**config.mk**
```make
export PLATFORM = sky130hd
export DESIGN_NAME = apm_mux
export DESIGN_NICKNAME = d
export VERILOG_FILES = /design/src/pkg/apm_pkg.sv /design/src/verilog/apm_pin_cell.sv /design/src/verilog/apm_mux.sv
export SDC_FILE = /design/constraint.sdc
export NUM_CORES = 1
export LEC_CHECK = 0
export BUFFER_PORTS_ARGS = -buffer_cell sky130_fd_sc_hd__buf_2
export CORE_MARGIN = 2
export CORE_UTILIZATION = 47
export CTS_CLUSTER_DIAMETER = 100
export CTS_CLUSTER_SIZE = 16
export DETAILED_ROUTE_END_ITERATION = 16
export PLACE_DENSITY = 0.84
export SLEW_MARGIN = 20
export SYNTH_ARGS = -nofsm -noshare
export SYNTH_HDL_FRONTEND = slang
export SYNTH_HIERARCHICAL = 1
export SYNTH_SLANG_ARGS = --single-unit
```
**constraint.sdc**
```tcl
create_clock -name clk_i -period 1.85 [get_ports clk_i]
set_input_delay 0.37 -clock clk_i [delete_from_list [all_inputs] [get_ports clk_i]]
set_output_delay 0.37 -clock clk_i [all_outputs]
set_load 0.01 [all_outputs]
```
**src/pkg/apm_pkg.sv**
```systemverilog
// Constants, carrier types and index tables of the alternate pin multiplexer; the routing lookup is in apm_mux.
// Contract
// - Seven option bits (all but bit 4) relocate alternate functions.
// - Remapped function leaves its default pin.
// - Remap never changes general-purpose pin capability.
// - Reset gives port function; enable selects alternate.
// - Bit 3 break input, bit 2 clock out.
// - Bit 1 puts timer A ch3 on D2.
// - Bit 0 puts converter trigger on D3.
// - Bit 7 puts tone output on D4.
// - Halt disables oscillator pin input and output.
// - Halt pull-up: off if oscillator wakes, else configured.
// - Debug pin is pulled-up input during/after reset.
// - I2C default pins are true open drain.
// - Interrupt pin events reach top-level interrupt line.
// - Bit 6 moves I2C to B5 and B4.
// - Bit 5 moves complementary outputs, trigger to B0-B3.
// - Bit 1 puts timer B ch1 on A3.
package apm_pkg;

   // Sizes of the pin and function tables.
   localparam int NUM_PINS = 23;
   localparam int NUM_FUNCS = 15;
   localparam int NUM_REMAP = 8;
   localparam logic [7:0] REMAP_RESET = 8'h00;

   // Positions of the remap option bits.
   localparam int RB_CONV_TRIG = 0;
   localparam int RB_TIMER_SWAP = 1;
   localparam int RB_CLK_OUT = 2;
   localparam int RB_BREAK = 3;
   localparam int RB_ADV_COMP = 5;
   localparam int RB_I2C = 6;
   localparam int RB_TONE = 7;

   // Pin indices within the pad vectors.
   localparam logic [4:0] PIN_PA1 = 5'h00;
   localparam logic [4:0] PIN_PA3 = 5'h01;
   localparam logic [4:0] PIN_PB0 = 5'h02;
   localparam logic [4:0] PIN_PB1 = 5'h03;
   localparam logic [4:0] PIN_PB2 = 5'h04;
   localparam logic [4:0] PIN_PB3 = 5'h05;
   localparam logic [4:0] PIN_PB4 = 5'h06;
   localparam logic [4:0] PIN_PB5 = 5'h07;
   localparam logic [4:0] PIN_PC0 = 5'h08;
   localparam logic [4:0] PIN_PD0 = 5'h09;
   localparam logic [4:0] PIN_PD1 = 5'h0A;
   localparam logic [4:0] PIN_PD2 = 5'h0B;
   localparam logic [4:0] PIN_PD3 = 5'h0C;
   localparam logic [4:0] PIN_PD4 = 5'h0D;
   localparam logic [4:0] PIN_PE0 = 5'h0E;
   localparam logic [4:0] PIN_PE1 = 5'h0F;
   localparam logic [4:0] PIN_PE2 = 5'h10;
   localparam logic [4:0] PIN_PE3 = 5'h11;
   localparam logic [4:0] PIN_PH4 = 5'h12;
   localparam logic [4:0] PIN_PH5 = 5'h13;
   localparam logic [4:0] PIN_PH6 = 5'h14;
   localparam logic [4:0] PIN_PH7 = 5'h15;
   localparam logic [4:0] PIN_IRQ = 5'h16;

   // Alternate function indices within the peripheral vectors.
   localparam logic [3:0] F_TMB_CH1 = 4'h0;
   localparam logic [3:0] F_TMB_CH2 = 4'h1;
   localparam logic [3:0] F_TMA_CH1 = 4'h2;
   localparam logic [3:0] F_TMA_CH2 = 4'h3;
   localparam logic [3:0] F_TMA_CH3 = 4'h4;
   localparam logic [3:0] F_BREAK_IN = 4'h5;
   localparam logic [3:0] F_CLK_OUT = 4'h6;
   localparam logic [3:0] F_CONV_TRIG = 4'h7;
   localparam logic [3:0] F_TONE = 4'h8;
   localparam logic [3:0] F_I2C_SDA = 4'h9;
   localparam logic [3:0] F_I2C_SCL = 4'hA;
   localparam logic [3:0] F_ADV_ETR = 4'hB;
   localparam logic [3:0] F_ADV_CH1N = 4'hC;
   localparam logic [3:0] F_ADV_CH2N = 4'hD;
   localparam logic [3:0] F_ADV_CH3N = 4'hE;

   // Port-side request for one pin: output level, drive enable, pull-up.
   typedef struct packed {
      logic out;
      logic oe;
      logic pu;
   } apm_gpio_s;

   // Peripheral-side request for one function: enable, output level, drive enable.
   typedef struct packed {
      logic en;
      logic out;
      logic oe;
   } apm_func_s;

   // Result of the routing lookup for one pin.
   typedef struct packed {
      logic hit;
      logic [3:0] fid;
   } apm_route_s;

   // Option loader states.
   typedef enum logic [0:0] {
      LD_WAIT = 1'b0,
      LD_HELD = 1'b1
   } apm_load_e;

endpackage : apm_pkg

```
**src/verilog/apm_pin_cell.sv**
```systemverilog
// One pad cell: output select, pull-up control, input synchroniser.
`timescale 1ns/1ps
module apm_pin_cell #(
   parameter bit TRUE_OD = 1'b0,
   parameter bit PU_IN_RESET = 1'b0
) (
   input wire logic clk_i,
   input wire logic rst_i,
   input wire apm_pkg::apm_gpio_s gpio_i,
   input wire logic alt_act_i,
   input wire logic alt_out_i,
   input wire logic alt_oe_i,
   input wire logic gate_i,
   input wire logic pu_on_i,
   input wire logic pu_off_i,
   input wire logic pad_in_i,
   output logic pad_o,
   output logic pad_oe_o,
   output logic pad_pu_o,
   output logic pin_in_o
);

   logic sync_ff1; // First synchroniser stage, read only by the second.
   logic sync_ff2; // Second synchroniser stage.
   logic next_drv;
   logic next_oe;
   logic next_pu;

   // Output selection; the port path passes when no alternate is active, except where open-drain, pull-up or gating overrides apply.
   always_comb begin
      next_drv = alt_act_i ? alt_out_i : gpio_i.out;
      next_oe = alt_act_i ? alt_oe_i : gpio_i.oe;
      next_pu = gpio_i.pu;
      if (TRUE_OD) begin
         // No high-side driver: a high level only releases the pad.
         next_oe = next_oe & ~next_drv;
         next_drv = 1'b0;
         next_pu = 1'b0;
      end
      if (pu_on_i) begin
         next_pu = 1'b1;
      end
      if (gate_i) begin
         next_oe = 1'b0;
         next_pu = pu_off_i ? 1'b0 : gpio_i.pu;
      end
   end

   // Pad drive registers; the pull-up reset value is a per-pin constant.
   always_ff @(posedge clk_i or posedge rst_i) begin
      if (rst_i) begin
         pad_o <= 1'b0;
         pad_oe_o <= 1'b0;
         pad_pu_o <= PU_IN_RESET;
      end else begin
         pad_o <= next_drv;
         pad_oe_o <= next_oe;
         pad_pu_o <= next_pu;
      end
   end

   // Two-stage synchroniser, then the gated input register.
   always_ff @(posedge clk_i or posedge rst_i) begin
      if (rst_i) begin
         sync_ff1 <= 1'b0;
         sync_ff2 <= 1'b0;
         pin_in_o <= 1'b0;
      end else begin
         sync_ff1 <= pad_in_i;
         sync_ff2 <= sync_ff1;
         pin_in_o <= gate_i ? 1'b0 : sync_ff2;
      end
   end

endmodule : apm_pin_cell

```
**src/verilog/apm_mux.sv**
```systemverilog
// Top of the alternate pin multiplexer: remap latch, routing, function inputs, interrupt pin.
`timescale 1ns/1ps
module apm_mux #(
   parameter int NUM_PINS = apm_pkg::NUM_PINS,
   parameter int NUM_FUNCS = apm_pkg::NUM_FUNCS
) (
   input wire logic clk_i,
   input wire logic rst_i,
   input wire logic [7:0] opt_remap_i,
   input wire logic halt_i,
   input wire logic external_fast_osc_wakeup_i,
   input wire logic irq_cfg_i,
   input wire apm_pkg::apm_gpio_s [NUM_PINS-1:0] gpio_i,
   input wire apm_pkg::apm_func_s [NUM_FUNCS-1:0] func_i,
   input wire logic [NUM_PINS-1:0] pad_in_i,
   output logic [NUM_PINS-1:0] pad_o,
   output logic [NUM_PINS-1:0] pad_oe_o,
   output logic [NUM_PINS-1:0] pad_pu_o,
   output logic [NUM_PINS-1:0] pin_in_o,
   output logic [NUM_FUNCS-1:0] func_in_o,
   output logic [7:0] remap_o,
   output logic top_level_irq_o
);

   // The routing table is fixed; other sizes cannot be served.
   if (NUM_PINS != apm_pkg::NUM_PINS || NUM_FUNCS != apm_pkg::NUM_FUNCS) begin : g_size_check
      $error("apm_mux: pin or function count does not match the routing table.");
   end

   // Routing lookup: which function, if any, a pin carries under the given option bits.
   function automatic apm_pkg::apm_route_s route(input logic [4:0] pin, input logic [7:0] rm);
      apm_pkg::apm_route_s r;
      r.hit = 1'b1;
      r.fid = apm_pkg::F_TMB_CH1;
      case (pin)
         apm_pkg::PIN_PA3: begin
            r.fid = rm[apm_pkg::RB_TIMER_SWAP] ? apm_pkg::F_TMB_CH1 : apm_pkg::F_TMA_CH3;
         end
         apm_pkg::PIN_PD2: begin
            r.fid = rm[apm_pkg::RB_TIMER_SWAP] ? apm_pkg::F_TMA_CH3 : apm_pkg::F_TMB_CH1;
         end
         apm_pkg::PIN_PD0: begin
            // Break input wins when both bits are set.
            if (rm[apm_pkg::RB_BREAK]) begin
               r.fid = apm_pkg::F_BREAK_IN;
            end else if (rm[apm_pkg::RB_CLK_OUT]) begin
               r.fid = apm_pkg::F_CLK_OUT;
            end else begin
               r.fid = apm_pkg::F_TMB_CH2;
            end
         end
         apm_pkg::PIN_PD3: begin
            r.fid = rm[apm_pkg::RB_CONV_TRIG] ? apm_pkg::F_CONV_TRIG : apm_pkg::F_TMA_CH2;
         end
         apm_pkg::PIN_PD4: begin
            r.fid = rm[apm_pkg::RB_TONE] ? apm_pkg::F_TONE : apm_pkg::F_TMA_CH1;
         end
         apm_pkg::PIN_PB5: begin
            r.hit = rm[apm_pkg::RB_I2C];
            r.fid = apm_pkg::F_I2C_SDA;
         end
         apm_pkg::PIN_PB4: begin
            r.hit = rm[apm_pkg::RB_I2C];
            r.fid = apm_pkg::F_I2C_SCL;
         end
         apm_pkg::PIN_PB0: begin
            r.hit = rm[apm_pkg::RB_ADV_COMP];
            r.fid = apm_pkg::F_ADV_CH1N;
         end
         apm_pkg::PIN_PB1: begin
            r.hit = rm[apm_pkg::RB_ADV_COMP];
            r.fid = apm_pkg::F_ADV_CH2N;
         end
         apm_pkg::PIN_PB2: begin
            r.hit = rm[apm_pkg::RB_ADV_COMP];
            r.fid = apm_pkg::F_ADV_CH3N;
         end
         apm_pkg::PIN_PB3: begin
            r.hit = rm[apm_pkg::RB_ADV_COMP];
            r.fid = apm_pkg::F_ADV_ETR;
         end
         // Default homes, vacated when their function moves away.
         apm_pkg::PIN_PH4: begin
            r.hit = ~rm[apm_pkg::RB_ADV_COMP];
            r.fid = apm_pkg::F_ADV_ETR;
         end
         apm_pkg::PIN_PH5: begin
            r.hit = ~rm[apm_pkg::RB_ADV_COMP];
            r.fid = apm_pkg::F_ADV_CH3N;
         end
         apm_pkg::PIN_PH6: begin
            r.hit = ~rm[apm_pkg::RB_ADV_COMP];
            r.fid = apm_pkg::F_ADV_CH2N;
         end
         apm_pkg::PIN_PH7: begin
            r.hit = ~rm[apm_pkg::RB_ADV_COMP];
            r.fid = apm_pkg::F_ADV_CH1N;
         end
         apm_pkg::PIN_PE1: begin
            r.hit = ~rm[apm_pkg::RB_I2C];
            r.fid = apm_pkg::F_I2C_SCL;
         end
         apm_pkg::PIN_PE2: begin
            r.hit = ~rm[apm_pkg::RB_I2C];
            r.fid = apm_pkg::F_I2C_SDA;
         end
         apm_pkg::PIN_PE3: begin
            r.hit = ~rm[apm_pkg::RB_BREAK];
            r.fid = apm_pkg::F_BREAK_IN;
         end
         apm_pkg::PIN_PE0: begin
            r.hit = ~rm[apm_pkg::RB_CLK_OUT];
            r.fid = apm_pkg::F_CLK_OUT;
         end
         apm_pkg::PIN_PC0: begin
            r.hit = ~rm[apm_pkg::RB_CONV_TRIG];
            r.fid = apm_pkg::F_CONV_TRIG;
         end
         default: begin
            // Oscillator, debug and interrupt pins carry no routed function.
            r.hit = 1'b0;
         end
      endcase
      return r;
   endfunction : route

   // Open-drain functions only ever pull low.
   function automatic logic is_i2c(input logic [3:0] fid);
      return (fid == apm_pkg::F_I2C_SDA) || (fid == apm_pkg::F_I2C_SCL);
   endfunction : is_i2c

   apm_pkg::apm_load_e load_state; // Option loader state.
   logic [7:0] remap; // Held option bits steering all routing.
   logic [NUM_PINS-1:0] alt_act; // Pin is handed to its alternate function.
   logic [NUM_PINS-1:0] alt_out; // Alternate output level per pin.
   logic [NUM_PINS-1:0] alt_oe; // Alternate drive enable per pin.
   logic [NUM_PINS-1:0] gate; // Low-power gating per pin.
   logic [NUM_PINS-1:0] pu_on; // Forced pull-up per pin.
   logic [NUM_PINS-1:0] pu_off; // Forced pull-up release per pin.
   logic [NUM_FUNCS-1:0] next_func_in; // Pin level seen by each function.
   logic irq_prev; // Previous interrupt pin level for edge detection.

   // Option loader: the bits are sampled once at the first edge after reset.
   // Sampling after release keeps the asynchronous reset to constants only.
   always_ff @(posedge clk_i or posedge rst_i) begin
      if (rst_i) begin
         load_state <= apm_pkg::LD_WAIT;
         remap <= apm_pkg::REMAP_RESET;
      end else begin
         case (load_state)
            apm_pkg::LD_WAIT: begin
               remap <= opt_remap_i;
               load_state <= apm_pkg::LD_HELD;
            end
            apm_pkg::LD_HELD: begin
               remap <= remap;
            end
            default: begin
               load_state <= apm_pkg::LD_WAIT;
            end
         endcase
      end
   end

   // Per-pin selection; a routed function takes the pin only while its peripheral is on.
   always_comb begin
      apm_pkg::apm_route_s r;
      r = '0;
      alt_act = '0;
      alt_out = '0;
      alt_oe = '0;
      gate = '0;
      pu_on = '0;
      pu_off = '0;
      for (int p = 0; p < NUM_PINS; p++) begin
         r = route(5'(p), remap);
         alt_act[p] = r.hit & func_i[r.fid].en;
         alt_out[p] = func_i[r.fid].out;
         alt_oe[p] = func_i[r.fid].oe;
         if (is_i2c(r.fid)) begin
            alt_oe[p] = func_i[r.fid].oe & ~func_i[r.fid].out;
         end
      end
      gate[apm_pkg::PIN_PA1] = halt_i;
      pu_off[apm_pkg::PIN_PA1] = halt_i & external_fast_osc_wakeup_i;
      // The debug pin stays pulled up unless the port turns it into an output.
      pu_on[apm_pkg::PIN_PD1] = ~gpio_i[apm_pkg::PIN_PD1].oe;
   end

   // Pad cells; only the two default I2C pins lack a high-side driver.
   for (genvar p = 0; p < NUM_PINS; p++) begin : g_pin
      apm_pin_cell #(
         .TRUE_OD(p == apm_pkg::PIN_PE1 || p == apm_pkg::PIN_PE2),
         .PU_IN_RESET(p == apm_pkg::PIN_PD1)
      ) u_cell (
         .clk_i(clk_i),
         .rst_i(rst_i),
         .gpio_i(gpio_i[p]),
         .alt_act_i(alt_act[p]),
         .alt_out_i(alt_out[p]),
         .alt_oe_i(alt_oe[p]),
         .gate_i(gate[p]),
         .pu_on_i(pu_on[p]),
         .pu_off_i(pu_off[p]),
         .pad_in_i(pad_in_i[p]),
         .pad_o(pad_o[p]),
         .pad_oe_o(pad_oe_o[p]),
         .pad_pu_o(pad_pu_o[p]),
         .pin_in_o(pin_in_o[p])
      );
   end

   // Function inputs follow the pin currently routed to them; idle I2C lines read high.
   always_comb begin
      apm_pkg::apm_route_s r;
      r = '0;
      next_func_in = '0;
      next_func_in[apm_pkg::F_I2C_SDA] = 1'b1;
      next_func_in[apm_pkg::F_I2C_SCL] = 1'b1;
      for (int p = 0; p < NUM_PINS; p++) begin
         r = route(5'(p), remap);
         if (r.hit && func_i[r.fid].en) begin
            next_func_in[r.fid] = pin_in_o[p];
         end
      end
   end

   // Function input register.
   always_ff @(posedge clk_i or posedge rst_i) begin
      if (rst_i) begin
         func_in_o <= '0;
      end else begin
         func_in_o <= next_func_in;
      end
   end

   // Status copy of the held option bits.
   always_ff @(posedge clk_i or posedge rst_i) begin
      if (rst_i) begin
         remap_o <= apm_pkg::REMAP_RESET;
      end else begin
         remap_o <= remap;
      end
   end

   // Interrupt pin: a falling edge gives a one-cycle pulse while configured.
   // The synchronised level is used, so the pulse lags the pad by four edges.
   always_ff @(posedge clk_i or posedge rst_i) begin
      if (rst_i) begin
         irq_prev <= 1'b0;
         top_level_irq_o <= 1'b0;
      end else begin
         irq_prev <= pin_in_o[apm_pkg::PIN_IRQ];
         top_level_irq_o <= irq_cfg_i & irq_prev & ~pin_in_o[apm_pkg::PIN_IRQ];
      end
   end

endmodule : apm_mux

```
==> results of run 1 <==
==> flip-flops by register name, summed over array words and instances (netlist names), 8 cells and up <==
register and flops:
g_pin.u_cell/sync_ff1 23, g_pin.u_cell/pad_oe_o 23, remap 8, g_pin.u_cell/pad_o 21, func_in_o 15, g_pin.u_cell/sync_ff2 23
g_pin.u_cell/pin_in_o 23, remap_o 8, g_pin.u_cell/pad_pu_o 23
==> cell usage in the layout, fill, tap and decap left out, types with 3 or more instances in the layout <==
cell,n
a22o_1,21
and2_1,3
and2_2,4
and2b_2,25
buf_2,263
clkbuf_16,17
clkbuf_8,4
clkinv_2,3
clkinvlp_4,3
conb_1,141
dfrtp_1,169
inv_1,47
mux2_2,20
mux2_4,21
mux2i_1,34
nand2_1,29
nand3b_1,3
nor2_1,22
nor2b_1,17
o21ai_0,3
==> critical path, cell delays in order, from the launching register on <==
cell     delay [ns]
dfrtp_1        0.72
and2b_2        0.32
mux2_4         0.30
==> through the flow <==
step	utilization	worst slack [ns]	instance area (um2)	instances
CTS	0.672	0.385	8830	1043
global placement	0.630	0.434	8280	1013
detailed placement	0.630	0.401	8280	1013
finish	0.673	0.393	8840	1045
floorplan	-	0.494	6770	581
global route	0.673	0.331	8840	1045
==> final cells by class <==
type                    instances  area (um2)  area share
clock inverters                 7        67.6     0.00764
diodes                          2        5.00    0.000566
inverters                      48         180      0.0204
repair buffers                264        1340       0.151
clock buffers                  23         488      0.0552
multi-input cells             355        2290       0.259
well taps                     176         220      0.0249
flip-flops and latches        170        4260       0.481
==> path summary, 6_finish.rpt <==
kind	from	endpoint	depth (start not counted)
setup / recovery	remap[5]$_DFFE_PP0N_	g_pin[21].u_cell/pad_o$_DFF_PP0_	2
hold / removal	pad_in_i[13]	g_pin[13].u_cell/sync_ff1$_DFF_PP0_	1
setup reg to reg	remap[5]$_DFFE_PP0N_	g_pin[21].u_cell/pad_o$_DFF_PP0_	2
hold reg to reg	g_pin[9].u_cell/sync_ff1$_DFF_PP0_	g_pin[9].u_cell/sync_ff2$_DFF_PP0_	0
max in group asynchronous	rst_i	func_in_o[12]$_DFF_PP0_	3
min in group asynchronous	rst_i	g_pin[15].u_cell/sync_ff1$_DFF_PP0_	2
==> kinds of logic (layout without fill, tap and decap cells) <==
| logic type | Yosys count | after routing |
|---|---|---|
| AND/OR/NAND/NOR | 110 | 110 |
| AO/OA/AOI/OAI | 29 | 29 |
| multiplexers | 75 | 75 |
| buffers and inverters | 56 | 342 |
| flip-flops | 170 | 170 |
| other | 4 | 143 |
==> per-layer routing <==
| layer | wire length (um) | share of wire | global-route usage |
|---|---|---|---|
| met5 | 0 | 0 | 0 |
| met3 | 1120 | 0.083 | 0.0733 |
| met2 | 6880 | 0.51 | 0.348 |
| met1 | 5040 | 0.37 | 0.219 |
| met4 | 444 | 0.033 | 0.101 |
==> where the power goes <==
part	switching, mW	internal (mW)	leakage, nW
Combinational	0.486	0.502	2.50
Sequential	0.114	3.97	2.06
Clock	1.31	1.97	0.267
==> out/metrics.csv, run 1 <==
stage;metric;value;unit
outcome;status;finished clean;
global_route;grtUsageTotal;0.202;
sta;max_slew_margin;0.601;
yosys;synthMuxAreaShare;0.141;
sta;finClkSkew;0.00427;ns
sta;tightest_slew;0.598;ns
drt;drc;0;
drt;via_per_inst;4.19;
sta;fmax;686;MHz
cts;h-tree-depth;4;
drt;ant_nets;0;
floorplan;die_height;119;um
placed_design;hpwl;10700;um
sta;hold-worst-slack;0.0590;ns
global_route;grt_pass1_wl;21800;um
cells_and_area;finalNetCount;1006;
sta;timing.setup.tns;0;ns
yosys;synth_most_common_cell;dfrtp_1;
yosys;ys_types;28;
yosys;synth-xor-area-share;0;
run;max_cap_violations;0;
yosys;ys_top_cells_by_area;dfrtp_1, mux2i_1, mux2_4;
yosys;synth_top_cells_by_count;dfrtp_1, inv_1, mux2i_1;
cts;path_clk_slew;0.06;ns
drt;drt-pass1-iter-count;4;
placed_design;port_buffers;263;
cells_and_area;area_growth;41.2;%
sta;rsz0062_at_grt;no;
yosys;synth-simple-area-share;0.104;
drt;routed-via-count;4376;
cells_and_area;fillerInstances;1009;
cts;post-cts-setup-buffers;0;
yosys;synth_top_cell_by_area;dfrtp_1;
yosys;synth_edf_count;0;
global_route;antenna_found_initial;2;
floorplan;io-pin-count;266;
yosys;synthArstFlopShare;1.00;
sta;final_hold_viol_count;0;
setup_path;ff2ff_setup_slack;0.39;ns
drt;drt-total-wl;13500;um
floorplan;initial_core_util;0.476;
cts;cts-hold-fix-buffers;0;
cts;cts_tree;built;
yosys;synth.avg_cell_area;14.1;um2
sta;period_needed;1.46;ns
cts;clock_sinks;170;
yosys;netlist_area;0.00626;mm2
setup_path;crit_fanout;14;
yosys;synthAdderAreaFrac;0;
setup_path;worstPathRequired;2.15;ns
cts;cts_buffer_depth;2;
setup_path;end_kind;flip-flop;
placed_design;place_congestion;0.811;
yosys;yosys_warnings;6;
floorplan;core-area;0.0131;mm2
global_route;grt_max_degree;25;
yosys;yosysTopAreaCellShare;0.676;
yosys;synth_cells;444;
global_route;grt_pass1_vias;4630;
pwr;ir_drop;0.000617;V
yosys;synthFlopType;dfrtp_1;
pwr;power_leakage;4.83;nW
pwr;power.density;945;mW/mm2
floorplan;die_x;119;um
floorplan;die-area;0.0143;mm2
setup_path;critical_path_class;reg2reg;
cts;post_cts_resize_count;0;
yosys;synth.yosys.seq_area_share;0.680;
sta;slew_viol_final;0;
cells_and_area;drive_gt1_frac;0.421;
cts;root_buffer;clkbuf_16;
drt;first_iter_violations;127;
sta;finalCritPeriodShare;0.788;
setup_path;startpoint_type;flip-flop;
yosys;synth-compound-area-share;0.0366;
pwr;finalPower;8.36;mW
hold_path;hp-class;in2reg;
sta;setup_viol;0;
yosys;synth_top_family_by_area;multiplexers;
global_route;grt_remaining_overflow;0;
cts;clock_latency;0.41;ns
cts;numCtsBuffers;17;
drt;wl_per_cell;12.9;um
yosys;ys_ff_latch;170;
floorplan;rows;42;
setup_path;arrival;1.76;ns
(Power assumes the default switching activity.)
==> run 2: changes to the inputs <==
Settings changed: ABC_AREA set to 1, CORE_UTILIZATION 47 to 48, PLACE_DENSITY 0.84 to 0.85.
Clock period 1.85 ns to 1.52 ns, I/O delays scaled along.
==> run 2 against run 1 <==
Net effect:
- utilization rose by 2.0 points
- critical path type is now reg2out
- design area rose by 2.5%
- highest routed layer unchanged
- critical path depth fell by 1
- sequential share of layout area fell by 1.2 points
==> out/metrics.csv, run 2 <==
stage;metric;value;unit
global_route;grt_pass1_wl;25100;um
drt;routed-via-count;5430;
yosys;synthArstFlopShare;1.00;
yosys;synth_most_common_cell;inv_1;
run;max_cap_violations;0;
global_route;met1_usage;0.245;
floorplan;rows;42;
cts;path_clk_slew;0.07;ns
cells_and_area;final_core_util;0.692;
cells_and_area;area_growth;42.6;%
pwr;p_sw;2.67;mW
pwr;power_leakage;5.32;nW
setup_path;slowest_stage;dfstp_2;
setup_path;critical_path_class;reg2out;
pwr;ir_drop;0.000659;V
floorplan;die_height;119;um
global_route;grt_max_degree;26;
floorplan;io-pin-count;266;
yosys;synthFlopType;dfrtp_1;
sta;period_needed;1.36;ns
setup_path;worst_path_largest_cell_delay;0.52;ns
setup_path;worstPathRequired;1.22;ns
yosys;synth.yosys.seq_area_share;0.670;
sta;fmax;734;MHz
setup_path;crit_buf_inv;1;
cts;cts_tree;built;
yosys;synthMuxAreaShare;0.00768;
sta;rsz0062_at_grt;no;
cells_and_area;finalNetCount;1241;
cells_and_area;diodes;0;
yosys;synth-xor-area-share;0;
drt;first_iter_violations;272;
setup_path;critPathTopFamily;flip-flops;
global_route;grt_pass1_vias;5513;
floorplan;initial_core_util;0.486;
sta;timing.setup.tns;0;ns
cts;h-tree-depth;4;
global_route;grtUsageMet2;0.409;
cts;clock_latency;0.42;ns
yosys;synth_top_cell_by_area;dfrtp_1;
floorplan;die_x;119;um
setup_path;crit_fanout;1;
yosys;ys_types;22;
global_route;grt_remaining_overflow;0;
yosys;netlist_area;0.00635;mm2
yosys;synth_top_cells_by_count;inv_1, dfrtp_1, nand2_1;
cts;numCtsBuffers;17;
yosys;synth.avg_cell_area;9.29;um2
pwr;power.density;1120;mW/mm2
drt;drt-total-wl;15500;um
setup_path;arrival;1.06;ns
setup_path;end_kind;output pin;
pwr;finalPower;10.1;mW
setup_path;crit_chain;buf_2;
cells_and_area;layout_common_cells;buf_2, inv_1, dfrtp_1, nand2_1, conb_1;
cts;root_buffer;clkbuf_16;
cts;cts_buffer_depth;2;
yosys;ys_top_cells_by_area;dfrtp_1, inv_1, nand2_1;
sta;setup_viol;0;
setup_path;startpoint_type;flip-flop;
global_route;grt-busiest-layer;met2;
yosys;ys_ff_latch;170;
global_route;grt_use_met3;0.0795;
pwr;sw_frac_of_total;0.263;
cells_and_area;mostFrequentLayoutCell;buf_2;
sta;finalCritPeriodShare;0.896;
pwr;clockPowerShare;0.387;
yosys;synth_top_family_by_area;simple AND/OR/NAND/NOR gates;
pwr;pwr-share-seq;0.490;
placed_design;place_congestion;0.888;
hold_path;hp-class;in2reg;
yosys;synth_edf_count;0;
cells_and_area;drive_gt1_frac;0.281;
placed_design;hpwl;11900;um
drt;ant_nets;0;
drt;via_per_inst;4.24;
pwr;intPower;7.47;mW
placed_design;port_buffers;263;
sta;slew_viol_final;0;
yosys;synth-compound-area-share;0.0536;
floorplan;die-area;0.0142;mm2
global_route;grtUsageTotal;0.232;
pwr;comb_power_share;0.123;
outcome;status;finished clean;
yosys;yosysTopAreaCellShare;0.666;
yosys;synth_cells;684;
cts;post-cts-setup-buffers;0;
yosys;yosys_warnings;6;
yosys;synth-simple-area-share;0.159;
drt;drc;0;
floorplan;core-area;0.0131;mm2
cts;clock_sinks;170;
sta;finClkSkew;0.00803;ns
drt;drt-pass1-iter-count;4;
drt;wl_per_cell;12.1;um
yosys;synthAdderAreaFrac;0;
sta;final_hold_viol_count;0;
global_route;antenna_found_initial;1;
## run 2: per-stage QoR
| step | setup WS [ns] | hold slack (ns) | std cells | instance area (um2) |
|---|---|---|---|---|
| 2_1_floorplan | 0.387 | 0.0825 | 785 | 6730 |
| 3_3_place_gp | 0.328 | 0.331 | 1224 | 8280 |
| 3_5_place_dp | 0.299 | 0.335 | 1224 | 8280 |
| 4_1_cts | 0.141 | 0.0410 | 1280 | 9060 |
| 5_1_grt | 0.120 | 0.0484 | 1280 | 9060 |
| 6_report | 0.158 | 0.0621 | 1280 | 9060 |
## run 2: layout make-up
cell class                 instances  area, um2
timing repair buffer             291       1600
fill                             976       4020
inverter                         174        653
clock inverter                    15        115
clock buffer                      17        425
multi-input combinational        437       1790
sequential                       170       4260
tap                              176        220
## run 2: repair_timing
item	4_1_cts	5_1_grt
setup endpoints to repair	0	0
hold buffers	24	0
endpoints found under the hold margin	38	0
resized for setup	0	0
## run 2: cell families after synthesis
group                  count (synthesis)
buffers and inverters                178
and+or+nand+nor                      263
other                                  4
muxes                                  4
DFF                                  170
AOI/OAI and AO/OA                     65
## run 2: final timing paths
| path | from | to | slack (ns) | depth (start not counted) |
|---|---|---|---|---|
| hold / removal | halt_i | g_pin[0].u_cell/pin_in_o$_DFF_PP0_ | 0.06 | 2 |
| min in group asynchronous | rst_i | g_pin[16].u_cell/sync_ff1$_DFF_PP0_ | 0.57 | 3 |
| setup / recovery | g_pin[10].u_cell/pad_pu_o$_DFF_PP1_ | pad_pu_o[10] | 0.16 | 1 |
| max in group asynchronous | rst_i | func_in_o[2]$_DFF_PP0_ | 0.51 | 4 |
| setup reg to reg | remap[3]$_DFFE_PP0N_ | g_pin[9].u_cell/pad_o$_DFF_PP0_ | 0.27 | 5 |
| hold reg to reg | g_pin[7].u_cell/sync_ff1$_DFF_PP0_ | g_pin[7].u_cell/sync_ff2$_DFF_PP0_ | 0.35 | 0 |
## run 2: metal layers
| layer | routed length (um) | vias to the layer above |
|---|---|---|
| li1 | - | 2693 |
| met1 | 5450 | 2424 |
| met2 | 8160 | 257 |
| met3 | 1370 | 56 |
| met4 | 555 | 0 |
| met5 | 0 | - |
## run 2: power groups by stage
stage / Combinational, mW / Sequential, mW / Clock, mW
floorplan: 0.489 / 5.15 / 0
global placement: 1.15 / 5.04 / 0
detailed placement: 1.18 / 5.05 / 0
CTS: 1.24 / 4.97 / 4.00
global route: 1.41 / 4.99 / 4.23
finish: 1.25 / 4.97 / 3.92
==> run 3: changes to the inputs <==
Settings changed: CORE_UTILIZATION 48 to 50, PLACE_DENSITY 0.85 to 0.88.
Clock period 1.52 ns to 1.74 ns, I/O delays scaled along.
==> run 3 against run 2 <==
Net effect:
- power is 9.8% lower
- register-to-register slack better by 0.19 ns
- hold slack got worse by 0.030 ns
- via count shrank 2.9%
- highest routed layer unchanged
==> out/metrics.csv, run 3 (synthesized netlist as in run 2, its figures left out) <==
stage;metric;value;unit
floorplan;rows;41;
pwr;pwr-share-seq;0.474;
placed_design;port_buffers;263;
floorplan;initial_core_util;0.508;
drt;via_per_inst;4.22;
sta;slew_viol_final;0;
run;max_cap_violations;0;
setup_path;crit_fanout;1;
global_route;grt_pass1_wl;23400;um
floorplan;die-area;0.0136;mm2
sta;rsz0062_at_grt;no;
sta;setup_viol;0;
sta;fmax;709;MHz
pwr;p_sw;2.16;mW
setup_path;crit_chain;buf_2;
pwr;power_leakage;5.24;nW
pwr;sw_frac_of_total;0.236;
cts;root_buffer;clkbuf_16;
global_route;grtUsageTotal;0.229;
sta;hold-worst-slack;0.0320;ns
cells_and_area;drive_gt1_frac;0.283;
global_route;grt_max_degree;26;
cts;clock_latency;0.42;ns
cts;clock_sinks;170;
drt;first_iter_violations;248;
setup_path;worst_path_largest_cell_delay;0.53;ns
sta;period_needed;1.41;ns
cts;cts-hold-fix-buffers;0;
cells_and_area;layout_common_cells;buf_2, inv_1, dfrtp_1, nand2_1, conb_1;
drt;routed-via-count;5275;
cts;cts_buffer_depth;2;
setup_path;slowest_stage;dfstp_2;
drt;drc;0;
pwr;ir_drop;0.000666;V
sta;finClkSkew;0.00573;ns
setup_path;critPathTopFamily;flip-flops;
pwr;clockPowerShare;0.411;
cells_and_area;stdcell_count;1249;
floorplan;io-pin-count;266;
floorplan;die_x;117;um
placed_design;hpwl;11800;um
setup_path;ff2ff_setup_slack;0.46;ns
global_route;grt_remaining_overflow;0;
drt;ant_nets;0;
pwr;comb_power_share;0.114;
hold_path;min-delay-start;pad_in_i[8];
placed_design;numPlacedInstances;1219;
floorplan;core-area;0.0125;mm2
drt;wl_met3;1310;um
setup_path;crit_buf_inv;1;
floorplan;die_height;117;um
pwr;power.density;1030;mW/mm2
pwr;finalPower;9.14;mW
drt;dr_wl_met2;7700;um
global_route;antenna_found_initial;0;
setup_path;critical_path_class;reg2out;
cts;numCtsBuffers;17;
cells_and_area;mostFrequentLayoutCell;buf_2;
setup_path;arrival;1.06;ns
cts;cts_tree;built;
setup_path;startpoint_type;flip-flop;
drt;wl_met1;5430;um
placed_design;place_congestion;0.919;
drt;drt-total-wl;14900;um
cells_and_area;area_growth;39.5;%
setup_path;end_kind;output pin;
pwr;intPower;6.98;mW
cells_and_area;finalNetCount;1216;
cts;h-tree-depth;4;
setup_path;startpoint;g_pin[10].u_cell/pad_pu_o$_DFF_PP1_;
setup_path;worstPathRequired;1.39;ns
outcome;status;finished clean;
sta;timing.setup.tns;0;ns
drt;top_layer;met4;
hold_path;hp-class;in2reg;
drt;drt-pass1-iter-count;4;
global_route;grt_pass1_vias;5168;
cts;post-cts-setup-buffers;0;
cts;path_clk_slew;0.06;ns
setup_path;r2r_start;remap[3]$_DFFE_PP0N_;
cts;post_cts_resize_count;0;
sta;finalCritPeriodShare;0.810;
drt;wl_per_cell;12.0;um
sta;final_hold_viol_count;0;
## run 3: cell types whose count changed in the layout (fill, tap and decap cells not counted), moves of 2 or more
cell,before,now
dlygate4sd3_1,24,0
inv_6,6,0
bufinv_16,0,3
clkbuf_8,0,3
clkinv_4,2,0
clkinvlp_4,4,2
## run 3: power by group through the flow
stage                     sequential, mW  combinational, mW  clock, mW
final                               4.34               1.05       3.76
after global routing                4.37               1.20       4.02
after CTS                           4.34               1.05       3.82
after detailed placement            4.41               1.04          0
after global placement              4.40               1.01          0
after floorplan                     4.50              0.427          0
## run 3: layout make-up
class / instances / area (um2)
clock inverters: 8 / 120
inverters: 174 / 653
well taps: 172 / 215
clock buffers: 21 / 470
diodes: 1 / 2.50
flip-flops and latches: 170 / 4260
repair buffers: 266 / 1350
multi-input cells: 437 / 1790
fillers: 972 / 3660
## run 3: worst paths after layout
kind,to,cells past startpoint
setup / recovery,pad_pu_o[10],1
hold / removal,g_pin[8].u_cell/sync_ff1$_DFF_PP0_,1
setup reg to reg,g_pin[9].u_cell/pad_oe_o$_DFF_PP0_,5
hold reg to reg,g_pin[4].u_cell/sync_ff2$_DFF_PP0_,0
max in group asynchronous,remap_o[7]$_DFF_PP0_,3
min in group asynchronous,g_pin[19].u_cell/pin_in_o$_DFF_PP0_,2
## run 3: metrics by stage
step                       util  cell area (um2)  setup WS [ns]
after floorplan               -             6730          0.607
after CTS                 0.708             8860          0.317
after global placement    0.661             8270          0.550
after global routing      0.708             8860          0.287
after detailed placement  0.661             8270          0.511
final                     0.708             8860          0.330
## run 3: per-layer routing
metal,vias up,track usage
met5,-,0
met4,0,0.109
met3,36,0.0794
met2,223,0.405
met1,2377,0.245
li1,2639,-
